===== src/gwc_pkg.sv =====
// shared constants for the gateway clear and error control block
package gwc_pkg;
  // register byte addresses
  localparam logic [31:0] GWC_CLR_ADDR = 32'h04001E00; // clear control, write only
  localparam logic [31:0] GWC_CFG_ADDR = 32'h04000020; // high speed address config
  localparam logic [31:0] GWC_ERR_ADDR = 32'h04001E04; // error status, read only
  localparam logic [31:0] GWC_IFL_ADDR = 32'h04001E08; // interface flags, read only
  // clear control register layout
  localparam int GWC_CLR_W   = 11; // bits 0..10 carry an action
  localparam int CB_LS_IN    = 0;  // low speed input control
  localparam int CB_LS_OUT   = 1;  // low speed output control
  localparam int CB_HS_ADDR  = 2;  // high speed address control
  localparam int CB_HS_DATA  = 3;  // high speed data control
  localparam int CB_RD_PTR   = 4;  // buffer readout address
  localparam int CB_RWAIT    = 5;  // ready waiting flag
  localparam int CB_FLUSH    = 6;  // buffer and priority
  localparam int CB_LS_IERR  = 7;  // input error flags
  localparam int CB_LS_OERR  = 8;  // output error flags
  localparam int CB_LS_DISC  = 9;  // input disconnect
  localparam int CB_LS_DAV   = 10; // input data available
  // error status layout
  localparam int E_CLR_CH = 0;  // clear channel mirror, slave
  localparam int E_NO_SEC = 1;  // disable secded mirror, slave
  localparam int E_BLK    = 2;  // block (length) error
  localparam int E_LIP    = 3;  // low speed input parity
  localparam int E_LIS    = 4;  // low speed input sequence
  localparam int E_PC_LO  = 5;  // parcel count, 3 bits
  localparam int E_RDP    = 8;  // readout parity
  localparam int E_AP     = 9;  // address parity
  localparam int E_LOP    = 10; // low speed output parity
  localparam int E_LOS    = 11; // low speed output sequence
  localparam int E_ARE    = 12; // address ready error
  localparam int E_UNR    = 13; // unrecoverable line, slave
  // interface flag layout
  localparam int F_DAV   = 7;  // input data available
  localparam int F_DISC  = 8;  // input disconnect
  localparam int F_IERR  = 9;  // input error summary
  localparam int F_OFL   = 10; // output flag
  localparam int F_OERR  = 11; // output error summary
  localparam int F_RWAIT = 12; // ready waiting
  localparam int F_PRIO  = 13; // latched input priority
  localparam int F_HAE   = 14; // held address error, master
  localparam int F_HUE   = 15; // held unrecoverable, master
  localparam int GWC_FW  = 16; // width of status vectors
  // config bit that drives the unrecoverable line
  localparam int CFG_UNR_BIT = 8;
  // pin sync vector layout
  localparam int P_CC   = 0; // clear channel
  localparam int P_AE   = 1; // address error line
  localparam int P_UE   = 2; // unrecoverable line
  localparam int P_NS   = 3; // disable secded
  localparam int P_OUT  = 4; // output node strap
  localparam int P_SLV  = 5; // slave gateway strap
  localparam int P_W    = 6;
  // axi responses
  localparam logic [1:0] RESP_OKAY   = 2'h0;
  localparam logic [1:0] RESP_SLVERR = 2'h2;
endpackage


===== src/gwc_sync.sv =====
// two flip-flop synchroniser for a vector of pin levels
`timescale 1ns/1ps
module gwc_sync
  import gwc_pkg::*;
#(
  parameter int W = 1
)(
  input  wire logic         aclk,
  input  wire logic         aresetn,
  input  wire logic [W-1:0] d,
  output logic      [W-1:0] q
);
  // both stages in one state word
  typedef struct packed {
    logic [W-1:0] s1; // first stage, read only by s2
    logic [W-1:0] s2; // settled stage
  } gwc_sync_t;

  gwc_sync_t st_r;
  gwc_sync_t st_nxt;

  // shift pins through two stages
  always_comb
  begin
    st_nxt    = st_r;
    st_nxt.s1 = d;
    st_nxt.s2 = st_r.s1;
  end

  // register the stages
  always_ff @(posedge aclk)
  begin
    if (!aresetn)
      st_r <= '0;
    else
      st_r <= st_nxt;
  end

  assign q = st_r.s2;
endmodule


===== src/gwc_flags.sv =====
// vector of sticky flags, set wins over clear
`timescale 1ns/1ps
module gwc_flags
  import gwc_pkg::*;
#(
  parameter int W = 16
)(
  input  wire logic         aclk,
  input  wire logic         aresetn,
  input  wire logic [W-1:0] set,
  input  wire logic [W-1:0] clr,
  output logic      [W-1:0] q
);
  // flag bits as the only state
  typedef struct packed {
    logic [W-1:0] f;
  } gwc_flags_t;

  gwc_flags_t st_r;
  gwc_flags_t st_nxt;

  // an event in the clear cycle survives
  always_comb
  begin
    st_nxt   = st_r;
    st_nxt.f = (st_r.f & ~clr) | set;
  end

  // register the flags
  always_ff @(posedge aclk)
  begin
    if (!aresetn)
      st_r <= '0;
    else
      st_r <= st_nxt;
  end

  assign q = st_r.f;
endmodule


===== src/gwc_ctrl.sv =====
// gateway error flags and clear control with axi4-lite registers
// How it works
// - address parity error sets status bit 9
// - only clear bit 2 clears bit 9
// - unexpected address ready sets bit 12
// - slave: clear channel holds unrecoverable line
// - clear register write-only, ones act, zeros ignored
// - input node bit 0: flags, errors, input machine
// - output node bit 0: flags, errors only
// - bit 1 clears output bits; output node machine
// - master bit 2 drops held channel errors
// - slave bit 2 clears 9, 12, addressing
// - bit 3 clears 2, 8, slave 0-1, data
// - master bit 3 also resets addressing
// - bit 4 zeroes node buffer pointer
// - ready without resume sets waiting; bit 5 clears
// - input node bit 6 flushes buffer, priority
// - output node bit 6 flushes output buffer
// - bit 7 clears input parity, sequence, summary
// - bit 8 clears output parity, sequence, summary
// - bit 9 clears input disconnect flag
// - bit 10 clears input data available
`timescale 1ns/1ps
module gwc_ctrl
  import gwc_pkg::*;
(
  input  wire logic        aclk,
  input  wire logic        aresetn,
  // axi4-lite slave
  input  wire logic [31:0] s_axi_awaddr,
  input  wire logic [2:0]  s_axi_awprot,
  input  wire logic        s_axi_awvalid,
  output logic             s_axi_awready,
  input  wire logic [31:0] s_axi_wdata,
  input  wire logic [3:0]  s_axi_wstrb,
  input  wire logic        s_axi_wvalid,
  output logic             s_axi_wready,
  output logic [1:0]       s_axi_bresp,
  output logic             s_axi_bvalid,
  input  wire logic        s_axi_bready,
  input  wire logic [31:0] s_axi_araddr,
  input  wire logic [2:0]  s_axi_arprot,
  input  wire logic        s_axi_arvalid,
  output logic             s_axi_arready,
  output logic [31:0]      s_axi_rdata,
  output logic [1:0]       s_axi_rresp,
  output logic             s_axi_rvalid,
  input  wire logic        s_axi_rready,
  // channel pins and straps, asynchronous
  input  wire logic        hs_clear_channel_pin,
  input  wire logic        hs_addr_error_pin,
  input  wire logic        hs_unrecov_pin,
  input  wire logic        hs_no_secded_pin,
  input  wire logic        node_output_pin,
  input  wire logic        gateway_slave_pin,
  // one-cycle events from channel logic
  input  wire logic        ev_addr_parity,
  input  wire logic        ev_addr_ready_unexp,
  input  wire logic        ev_block_err,
  input  wire logic        ev_readout_parity,
  input  wire logic        ev_ls_in_parity,
  input  wire logic        ev_ls_in_seq,
  input  wire logic        ev_ls_out_parity,
  input  wire logic        ev_ls_out_seq,
  input  wire logic        ev_ls_data_avail,
  input  wire logic        ev_ls_disconnect,
  input  wire logic        ev_ls_out_flag,
  input  wire logic        ev_ls_ready,
  input  wire logic        ev_ls_resume,
  input  wire logic        ev_first_parcel,
  input  wire logic        parcel_bit15,
  input  wire logic        parcel_count_we,
  input  wire logic [2:0]  parcel_count,
  // clear pulses and status
  output logic             hs_unrecov_drive,
  output logic             ls_in_sm_reset,
  output logic             ls_out_sm_reset,
  output logic             hs_addr_reset,
  output logic             hs_data_reset,
  output logic             hs_in_ptr_reset,
  output logic             hs_out_ptr_reset,
  output logic             ls_in_flush,
  output logic             ls_out_flush,
  output logic [15:0]      err_status,
  output logic [15:0]      iflags
);
  // registered pulse vector positions
  localparam int PU_LSI = 0; // input machine reset
  localparam int PU_LSO = 1; // output machine reset
  localparam int PU_HSA = 2; // addressing reset
  localparam int PU_HSD = 3; // data reset
  localparam int PU_IPT = 4; // input buffer pointer
  localparam int PU_OPT = 5; // output buffer pointer
  localparam int PU_IFL = 6; // input buffer flush
  localparam int PU_OFL = 7; // output buffer flush
  localparam int PU_W   = 8;

  // all block state
  typedef struct packed {
    logic              awready; // address slot free
    logic              wready;  // data slot free
    logic              aw_got;  // address held
    logic [31:0]       awaddr;  // held write address
    logic              w_got;   // data held
    logic [31:0]       wdata;   // held write data
    logic [3:0]        wstrb;   // held strobes
    logic              bvalid;  // write answer
    logic [1:0]        bresp;   // write answer code
    logic              arready; // read slot free
    logic              rvalid;  // read answer
    logic [31:0]       rdata;   // read data
    logic [1:0]        rresp;   // read answer code
    logic [PU_W-1:0]   pulse;   // clear pulses out
    logic [2:0]        pcount;  // valid parcel count
  } gwc_ctrl_t;

  gwc_ctrl_t st_r;
  gwc_ctrl_t st_nxt;

  logic [P_W-1:0]    pin_s;    // synchronised pins
  logic [GWC_FW-1:0] err_q;    // error flags
  logic [GWC_FW-1:0] ifl_q;    // interface flags
  logic [GWC_FW-1:0] err_set;  // error set terms
  logic [GWC_FW-1:0] err_clr;  // error clear terms
  logic [GWC_FW-1:0] ifl_set;  // flag set terms
  logic [GWC_FW-1:0] ifl_clr;  // flag clear terms
  logic [31:0]       bmask;    // strobe byte mask
  logic [31:0]       wmasked;  // data under strobes
  logic              wr_fire;  // write performed now
  logic              wr_clr;   // write hits clear reg
  logic              wr_cfg;   // write hits config reg
  logic [GWC_CLR_W-1:0] clr;   // clear actions this cycle
  logic              is_out;   // output node
  logic              is_slv;   // slave gateway
  logic              cfg_unr0; // config writes line low
  logic [31:0]       rd_val;   // read mux value
  logic [1:0]        rd_resp;  // read mux answer

  // pins pass two flops first
  gwc_sync #(
    .W (P_W)
  ) u_sync (
    .aclk    (aclk),
    .aresetn (aresetn),
    .d       ({gateway_slave_pin, node_output_pin, hs_no_secded_pin,
                hs_unrecov_pin, hs_addr_error_pin, hs_clear_channel_pin}),
    .q       (pin_s)
  );

  assign is_out = pin_s[P_OUT];
  assign is_slv = pin_s[P_SLV];

  // strobe expansion and write decode
  always_comb
  begin
    bmask   = {{8{st_r.wstrb[3]}}, {8{st_r.wstrb[2]}},
               {8{st_r.wstrb[1]}}, {8{st_r.wstrb[0]}}};
    wmasked = st_r.wdata & bmask;
    wr_fire = st_r.aw_got & st_r.w_got & ~st_r.bvalid;
    wr_clr  = wr_fire & (st_r.awaddr == GWC_CLR_ADDR);
    wr_cfg  = wr_fire & (st_r.awaddr == GWC_CFG_ADDR);
    clr     = wr_clr ? wmasked[GWC_CLR_W-1:0] : '0;
    cfg_unr0 = wr_cfg & bmask[CFG_UNR_BIT] & ~st_r.wdata[CFG_UNR_BIT];
  end

  // error status set and clear terms
  always_comb
  begin
    err_set = '0;
    err_clr = '0;
    // slave mirrors of channel lines
    err_set[E_CLR_CH] = is_slv & pin_s[P_CC];
    err_set[E_NO_SEC] = is_slv & pin_s[P_NS];
    err_set[E_BLK]    = ev_block_err;
    err_set[E_LIP]    = ev_ls_in_parity;
    err_set[E_LIS]    = ev_ls_in_seq;
    err_set[E_RDP]    = ev_readout_parity;
    err_set[E_AP]     = ev_addr_parity;
    err_set[E_LOP]    = ev_ls_out_parity;
    err_set[E_LOS]    = ev_ls_out_seq;
    err_set[E_ARE]    = ev_addr_ready_unexp;
    err_set[E_UNR]    = is_slv & pin_s[P_CC];
    err_clr[E_CLR_CH] = clr[CB_HS_DATA] & is_slv;
    err_clr[E_NO_SEC] = clr[CB_HS_DATA] & is_slv;
    err_clr[E_BLK]    = clr[CB_HS_DATA];
    err_clr[E_RDP]    = clr[CB_HS_DATA];
    err_clr[E_LIP]    = clr[CB_LS_IN] | clr[CB_LS_IERR];
    err_clr[E_LIS]    = clr[CB_LS_IN] | clr[CB_LS_IERR];
    err_clr[E_AP]     = clr[CB_HS_ADDR];
    err_clr[E_ARE]    = clr[CB_HS_ADDR];
    err_clr[E_LOP]    = clr[CB_LS_OUT] | clr[CB_LS_OERR];
    err_clr[E_LOS]    = clr[CB_LS_OUT] | clr[CB_LS_OERR];
    err_clr[E_UNR]    = cfg_unr0;
  end

  // interface flag set and clear terms
  always_comb
  begin
    ifl_set = '0;
    ifl_clr = '0;
    ifl_set[F_DAV]   = ev_ls_data_avail;
    ifl_set[F_DISC]  = ev_ls_disconnect;
    ifl_set[F_IERR]  = ev_ls_in_parity | ev_ls_in_seq;
    ifl_set[F_OFL]   = ev_ls_out_flag;
    ifl_set[F_OERR]  = ev_ls_out_parity | ev_ls_out_seq;
    ifl_set[F_RWAIT] = ev_ls_ready & ~ev_ls_resume;
    ifl_set[F_PRIO]  = ev_first_parcel & parcel_bit15;
    ifl_set[F_HAE]   = ~is_slv & pin_s[P_AE];
    ifl_set[F_HUE]   = ~is_slv & pin_s[P_UE];
    ifl_clr[F_DAV]   = clr[CB_LS_IN] | clr[CB_LS_DAV];
    ifl_clr[F_DISC]  = clr[CB_LS_IN] | clr[CB_LS_DISC];
    ifl_clr[F_IERR]  = clr[CB_LS_IN] | clr[CB_LS_IERR];
    ifl_clr[F_OFL]   = clr[CB_LS_OUT];
    ifl_clr[F_OERR]  = clr[CB_LS_OUT] | clr[CB_LS_OERR];
    // waiting flag only by bit 5
    ifl_clr[F_RWAIT] = clr[CB_RWAIT];
    ifl_clr[F_PRIO]  = clr[CB_FLUSH] & ~is_out;
    ifl_clr[F_HAE]   = clr[CB_HS_ADDR] & ~is_slv;
    ifl_clr[F_HUE]   = clr[CB_HS_ADDR] & ~is_slv;
  end

  // sticky error status bits
  gwc_flags #(
    .W (GWC_FW)
  ) u_err (
    .aclk    (aclk),
    .aresetn (aresetn),
    .set     (err_set),
    .clr     (err_clr),
    .q       (err_q)
  );

  // sticky interface flag bits
  gwc_flags #(
    .W (GWC_FW)
  ) u_ifl (
    .aclk    (aclk),
    .aresetn (aresetn),
    .set     (ifl_set),
    .clr     (ifl_clr),
    .q       (ifl_q)
  );

  // read data selection
  always_comb
  begin
    rd_val  = '0;
    rd_resp = RESP_OKAY;
    case (s_axi_araddr)
      // write-only registers read zero
      GWC_CLR_ADDR: rd_val = '0;
      GWC_CFG_ADDR: rd_val = '0;
      GWC_ERR_ADDR: rd_val = {16'h0000, err_status};
      GWC_IFL_ADDR: rd_val = {16'h0000, ifl_q};
      // unmapped answers with error
      default:      rd_resp = RESP_SLVERR;
    endcase
  end

  // next state of bus and pulses
  always_comb
  begin
    st_nxt = st_r;
    // take write address
    if (s_axi_awvalid && st_r.awready)
    begin
      st_nxt.aw_got = 1'b1;
      st_nxt.awaddr = s_axi_awaddr;
    end
    // take write data
    if (s_axi_wvalid && st_r.wready)
    begin
      st_nxt.w_got = 1'b1;
      st_nxt.wdata = s_axi_wdata;
      st_nxt.wstrb = s_axi_wstrb;
    end
    // perform write, raise answer
    if (wr_fire)
    begin
      st_nxt.aw_got = 1'b0;
      st_nxt.w_got  = 1'b0;
      st_nxt.bvalid = 1'b1;
      st_nxt.bresp  = (wr_clr || wr_cfg ||
                       st_r.awaddr == GWC_ERR_ADDR ||
                       st_r.awaddr == GWC_IFL_ADDR) ? RESP_OKAY : RESP_SLVERR;
    end
    else if (st_r.bvalid && s_axi_bready)
    begin
      st_nxt.bvalid = 1'b0;
    end
    // slots reopen after the answer
    st_nxt.awready = ~st_nxt.aw_got & ~st_nxt.bvalid;
    st_nxt.wready  = ~st_nxt.w_got & ~st_nxt.bvalid;
    // read request and answer
    if (s_axi_arvalid && st_r.arready)
    begin
      st_nxt.rvalid = 1'b1;
      st_nxt.rdata  = rd_val;
      st_nxt.rresp  = rd_resp;
    end
    else if (st_r.rvalid && s_axi_rready)
    begin
      st_nxt.rvalid = 1'b0;
    end
    st_nxt.arready = ~st_nxt.rvalid;
    // one pulse per write of one
    st_nxt.pulse = '0;
    st_nxt.pulse[PU_LSI] = clr[CB_LS_IN] & ~is_out;
    st_nxt.pulse[PU_LSO] = clr[CB_LS_OUT] & is_out;
    st_nxt.pulse[PU_HSA] = (clr[CB_HS_ADDR] & is_slv) |
                           (clr[CB_HS_DATA] & ~is_slv);
    st_nxt.pulse[PU_HSD] = clr[CB_HS_DATA];
    st_nxt.pulse[PU_IPT] = clr[CB_RD_PTR] & ~is_out;
    st_nxt.pulse[PU_OPT] = clr[CB_RD_PTR] & is_out;
    st_nxt.pulse[PU_IFL] = clr[CB_FLUSH] & ~is_out;
    st_nxt.pulse[PU_OFL] = clr[CB_FLUSH] & is_out;
    // parcel count, load wins over clear
    if (parcel_count_we)
      st_nxt.pcount = parcel_count;
    else if (clr[CB_LS_IN])
      st_nxt.pcount = '0;
  end

  // register the state
  always_ff @(posedge aclk)
  begin
    if (!aresetn)
      st_r <= '0;
    else
      st_r <= st_nxt;
  end

  // status vector with parcel count
  always_comb
  begin
    err_status = err_q;
    err_status[E_PC_LO +: 3] = st_r.pcount;
  end

  // outputs straight from flops
  assign s_axi_awready    = st_r.awready;
  assign s_axi_wready     = st_r.wready;
  assign s_axi_bvalid     = st_r.bvalid;
  assign s_axi_bresp      = st_r.bresp;
  assign s_axi_arready    = st_r.arready;
  assign s_axi_rvalid     = st_r.rvalid;
  assign s_axi_rdata      = st_r.rdata;
  assign s_axi_rresp      = st_r.rresp;
  assign hs_unrecov_drive = err_q[E_UNR];
  assign ls_in_sm_reset   = st_r.pulse[PU_LSI];
  assign ls_out_sm_reset  = st_r.pulse[PU_LSO];
  assign hs_addr_reset    = st_r.pulse[PU_HSA];
  assign hs_data_reset    = st_r.pulse[PU_HSD];
  assign hs_in_ptr_reset  = st_r.pulse[PU_IPT];
  assign hs_out_ptr_reset = st_r.pulse[PU_OPT];
  assign ls_in_flush      = st_r.pulse[PU_IFL];
  assign ls_out_flush     = st_r.pulse[PU_OFL];
  assign iflags           = ifl_q;
endmodule


===== config.mk =====
export PLATFORM = sky130hd
export DESIGN_NAME = gwc_ctrl
export DESIGN_NICKNAME = d
export VERILOG_FILES = /design/src/gwc_pkg.sv /design/src/gwc_sync.sv /design/src/gwc_flags.sv /design/src/gwc_ctrl.sv
export SDC_FILE = /design/constraint.sdc
export NUM_CORES = 1
export LEC_CHECK = 0
export ABC_CLOCK_PERIOD_IN_PS = 6970
export BUFFER_PORTS_ARGS = -buffer_cell sky130_fd_sc_hd__buf_2
export CAP_MARGIN = 20
export CORE_MARGIN = 2
export CORE_UTILIZATION = 50
export DETAILED_ROUTE_END_ITERATION = 8
export HOLD_SLACK_MARGIN = 0.03
export PLACE_DENSITY = 0.85
export SLEW_MARGIN = 20
export SYNTH_ARGS = -nofsm -noshare
export SYNTH_HDL_FRONTEND = slang
export SYNTH_SLANG_ARGS = --single-unit

===== constraint.sdc =====
create_clock -name aclk -period 6.97 [get_ports aclk]
set_clock_uncertainty 0.2 [all_clocks]
set_input_delay 1.0455 -clock aclk [delete_from_list [all_inputs] [get_ports aclk]]
set_output_delay 1.0455 -clock aclk [all_outputs]
set_load 0.05 [all_outputs]

Word level (Yosys, flattened, before mapping)

Index checks and enable logic that the tools add are counted.

Flip-flop bits (word level): 166
Input port bits: 138
Output and inout bits: 82
Word-level logic and storage cells: 98

Equality and inequality tests: 8
Multiplexer cells: 14
Bitwise gates (word level): 47
Reduce and logical (&&, ||, !) cells: 10

Operator list:

| kind                                                  | number |
|---|---|
| equality test 32 x 27 -> 1 bit, second input constant | 8 |
| 2-to-1 mux 37 bit                                     | 1 |
| 2-to-1 mux 33 bit                                     | 1 |
| AND 16 bit                                            | 2 |
| one-hot mux 16 bit (2 select lines)                   | 1 |
| AND 1 bit                                             | 24 |
| NOT 14 -> 16 bit                                      | 1 |
| NOT 16 bit                                            | 1 |
| bitwise OR 16 x 14 -> 16 bit                          | 1 |
| bitwise OR 16 bit                                     | 1 |
| AND 11 bit                                            | 1 |
| 2-to-1 mux 11 bit                                     | 1 |
| NOT 1 bit                                             | 9 |
| bitwise OR 1 bit                                      | 7 |
| 2-to-1 mux 1 bit                                      | 6 |
| 2-to-1 mux 3 bit                                      | 2 |
| logical AND 1 bit                                     | 5 |
| 2-to-1 mux 2 bit                                      | 2 |
| OR reduction 4 bit                                    | 1 |
| logical OR 1 bit                                      | 3 |
| nonzero test 2 bit                                    | 1 |

Longest topological paths before layout

Depth after elaboration: 8
Mapped depth: 6
Depth with buffers taken out: 5

Modules after synthesis

Synthesis repeated with hierarchy kept, for this count alone.

Cell total of the unflattened synthesis: 590
Area, all modules: 5248.8 sq um

By module, submodules not included:

| module    | instances | cells an instance | area each (sq um) | seq. area each (sq um) |
|---|---|---|---|---|
| gwc_ctrl  | 1         | 465               | 3768.6            | 1621.6 |
| gwc_flags | 2         | 50                | 571.8             | 320.3 |
| gwc_sync  | 1         | 25                | 336.6             | 240.2 |

Worst setup path after synthesis

OpenSTA, ideal clock, no wires.

Path kind: input -> register
Start: in s_axi_araddr[14]
End: reg st_r (netlist bit s_axi_rdata[4])
Setup time: 0.066 ns
Arrival time: 2.466 ns
Data required time: 6.704 ns
Slack: 4.238 ns
Cell stages on the path: 6
Buffers on the path: 1
Cells stage by stage: nor4_1 -> nand4_1 -> nor3_1 -> clkbuf_1 -> a32oi_1 -> nor2b_1

Longest elaborated chain between the ends: 2
Elaborated cells on any way between the ends: 3
Those cells by class: 2 x eq/ne; 1 x mux

RTL lines:

| item                                    | RTL line        | RTL |
|---|---|---|
| from (decl)                             | gwc_ctrl.sv:41  | `input wire logic [31:0] s_axi_araddr,` |
| equality test 32 x 27 -> 1 bit          | gwc_ctrl.sv:249 | `case (s_axi_araddr)` |
| one-hot mux 16 bit (2 select lines) (*) | gwc_ctrl.sv:249 |  |
| to (signal assigned)                    | gwc_ctrl.sv:330 | `st_r <= st_nxt;` |
| to (decl)                               | gwc_ctrl.sv:117 | `gwc_ctrl_t st_r;` |

Every way passes the cells marked *; elsewhere a longest branch is shown, timed or not.
A chain may end at the register's enable or synchronous reset.

Worst setup path in the final report

Start: reg st_r[95] (netlist name)
End: reg u_ifl.st_r (netlist bit u_ifl.q[10])

Longest elaborated chain between the ends: 6

RTL lines:

| item                           | RTL line        | RTL |
|---|---|---|
| equality test 32 x 27 -> 1 bit | gwc_ctrl.sv:160 | `wr_clr = wr_fire & (st_r.awaddr == GWC_CLR_ADDR);` |
| AND 1 bit                      | gwc_ctrl.sv:160 |  |
| 2-to-1 mux 11 bit              | gwc_ctrl.sv:162 | `clr = wr_clr ? wmasked[GWC_CLR_W-1:0] : '0;` |
| NOT 16 bit                     | gwc_flags.sv:26 | `st_nxt.f = (st_r.f & ~clr) \| set;` |
| AND 16 bit                     | gwc_flags.sv:26 |  |
| bitwise OR 16 bit              | gwc_flags.sv:26 |  |
| to (signal assigned)           | gwc_flags.sv:35 | `st_r <= st_nxt;` |
| to (decl)                      | gwc_flags.sv:19 | `gwc_flags_t st_r;` |

No other way between the ends.

==> results.md <==
- Synth warn: 0
- Post-CTS sizing: 0
- Clock latency on the worst-skew pair: roughly 500 ps
- Fraction of synthesized area in multiplexers: less than 1%
- Worst-margin pin slew: roughly 1000 ps
- DRT Wirelength: 11900 µm
- Reg-to-Reg End: u_ifl.q[10]$_SDFF_PN0_
- Hold wc startpoint: u_sync.st_nxt[1]$_SDFF_PN0_
- CTS Sinks: approximately 110
- TritonCTS Buffers: 17
- Fillers: about 760
- Reg2reg setup slack: 3760 ps
- Synth Register Bits: around 110
- EDFF count, synth: 0
- Root buf cell: clkbuf_8
- Crit-path max FO: 6
- First-pass GRT wire length: ~18000 µm
- P&R area growth vs syn: 25.9%
- Netlist cell types: 44
- Max Clk Rate: just over 300 MHz
- Max Cap Violations: 0
- CP Class: reg2reg
- Final Hold Violating Endpoints: 0
- Sum Neg Setup Slack: 0 ps
- Global Route Usage Sum: approximately 23%
- Fin crit share: between 40% and 50%
- Buffers on Ports: around 160
- Dominant cell type by area after synthesis: dfxtp_1
- Initial antenna violation count: 1
- Num ports: 220
- Total grt overflow: 0
- Cell depth of the worst hold path: 1
- Adder-cell share of the synthesized area: 0%
- Largest net degree at the start of global routing: about 110
- Crit path cell chain: or4_4 -> or4_4 -> nor4_1 -> nand3_1 -> o21ba_2
- Synth top area share: between 40% and 50%
- CTS H-tree depth: 4
- Final setup viols: 0
- Hpwl dp: between 8000 and 9000 µm
- Vias in the first global route: 3899
- CP Capture Type: flip-flop
- CP required: about 7200 ps
- Seq/Total Area, Yosys: a little under half
- PD cells: 299 nW/µm²
- Core ar.: ~9200 µm²
- Status: finished, final reports clean
- Critical path depth: 5
- Mapped cell area: 4710 µm²
- Placed cells: ~760
- Largest cells by area after synthesis: dfxtp_1 48%, nand2_1 8.1%, a21boi_0 7.8%, buf_4 7.8%, nor2b_1 2.9%
- Power after layout: about 1.8 mW
- Final Instance Count excl. Fillers: a little under 800
- CTS tree: yes
- Cells on worst reg2reg path: 5
- Routed vias/inst: 5.29
- Minimum clock period: about 3200 ps
- Async set-reset flop share out of synthesis: 0%
- Crit path DAT: 3400 ps
- Hold buffers post-CTS: 0
- Wire per inst: 15.0 µm
- Most common flop cell mapped by yosys: dfxtp_1
- DRT iter0 DRCs: slightly below 200
- Synthesized instance count: between 500 and 600
- Final slew viol count: 0
- Initial Utilization: 51.3%
- Setup ws final: between 3000 and 4000 ps
- CP max stage cell: nor4_1
- Gpl congestion: 0.826
- Maximum root-to-sink buffer count: 2
- CP dominant cell by count: or4_4
- Area of the die: roughly 10000 µm²
- DRC: 0
- Buf+Inv Stages, Crit Path: 0
- Synth Area in Compound Gates: between 10% and 20%
- Syn Area/Cell: 8.76 µm²
- Detailed Routing Iterations Pass 1: 5
- Layout net count: 808
- DP Worst Slack: about 3800 ps
- Post-Synth XOR/XNOR Area: 0%
- Post-layout util: between 60% and 70%
- Critical R2R Launch: st_r[95]$_SDFFE_PN0P_
- Post-CTS setup buffer count: 0
- Hold Crit Endpoint: u_sync.q[1]$_SDFF_PN0_
- RSZ-0062 raised after global routing: no
- Largest family of logic cells by synthesized area: simple AND/OR/NAND/NOR gates
- Ratio of cells with drive above 1 in the final layout: around 30%
- Max incr delay on CP: between 800 and 900 ps
- Top Family by Delay on Critical Path: simple AND/OR/NAND/NOR gates
- Max-slew headroom: a little under a third
- Hold Crit Class: reg2reg
- Clock transition at path regs: roughly 60 ps
- Row count: 35
- Leakage power figure: 2.59 nW
- Die height: approximately 100 µm
- Detail Route Antenna Nets: 0
- Startpoint types: flip-flop
- Diodes inserted: 0
- Synth Area in Simple Gates: 22.3%
- Die extent in x: 101 µm
- Max VDD drop: between 0.15 and 0.2 mV
- Vias: 4200
[area by class of cell]
| type | count | area [µm²] | share of cell area, % |
|---|---|---|---|
| Clock inverter | 13 | 185 | 3.12 |
| Inverter | 8 | 30.0 | 0.506 |
| Multi-Input combinational cell | 365 | 2050 | 34.6 |
| Clock buffer | 19 | 432 | 7.27 |
| Sequential cell | 113 | 2260 | 38.1 |
| Tap cell | 111 | 139 | 2.34 |
| Timing Repair Buffer | 165 | 835 | 14.1 |
[cell families (layout without fill, tap and decap cells)]
logic type	count (synthesis)	count (layout)
and+or+nand+nor	213	213
AOI/OAI and AO/OA	124	124
other	1	27
buffers and inverters	86	205
muxes	1	1
DFF	113	113
[sequential cells by signal (all words and copies together) (netlist names), 2 cells and up]
register and count:
bmask 2, err_status 3, s_axi_rdata 16, st_r 45, u_err.q 11, u_ifl.q 9, u_sync.q 6, u_sync.st_nxt 6
[layer usage]
metal	up-vias	track usage, %	part of all wire (%)
met5	-	0	0
met1	1975	25.8	41
met4	0	8.63	1.3
met2	164	40.4	51
li1	2052	-	-
met3	9	5.62	6.8
[worst max path at each step]
stage	start	endpoint	slack, ps
4_1_cts	st_r[95]$_SDFFE_PN0P_	u_ifl.q[10]$_SDFF_PN0_	3710
3_3_place_gp	st_r[95]$_SDFFE_PN0P_	u_ifl.q[10]$_SDFF_PN0_	3810
2_1_floorplan	s_axi_araddr[14]	s_axi_rdata[4]$_SDFFE_PN0P_	4240
3_5_place_dp	s_axi_araddr[1]	s_axi_rdata[14]$_SDFFE_PN0P_	3750
5_1_grt	st_r[95]$_SDFFE_PN0P_	u_ifl.q[10]$_SDFF_PN0_	3680
6_report	st_r[95]$_SDFFE_PN0P_	u_ifl.q[10]$_SDFF_PN0_	3760
[power by group]
group	internal (mW)	leakage, nW	switching (mW)
clock network	0.590	0.298	0.299
logic	0.0590	1.37	0.130
registers	0.674	0.925	0.0218
[cell usage after synthesis (3+ instances only)]
master    number
a32oi_1        9
a32o_1         3
dfxtp_1      113
nor3_1         8
o21ai_0       20
inv_1          8
clkbuf_1      27
nor2_1        19
buf_4         49
nand4_1        4
and2_1        16
nor2b_1       22
a21boi_0      49
a22oi_1        8
nand3_1        6
nand2b_1       3
a21oi_1       12
nand2_1      102
nor3b_1        4
a22o_1         7
a31oi_1        7
nor4b_1        4
nor4_1        12
[metrics by stage]
step | hold WS, ps | instance area, µm²
6_report | 233 | 5930
5_1_grt | 241 | 5930
4_1_cts | 235 | 5920
3_5_place_dp | 218 | 5300
3_3_place_gp | 215 | 5300
2_1_floorplan | 212 | 4810
[layout by cell type (no fill, tap or decap), drive strengths merged, types with 17 or more instances in the layout]
master,netlist,final
o21ai,20,20
dfxtp,113,113
a21boi,49,49
nor2,19,19
nor2b,22,22
and2,17,17
buf,51,165
nand2,102,102
conb,1,27
clkbuf,27,19
(Power assumes the default switching activity.)
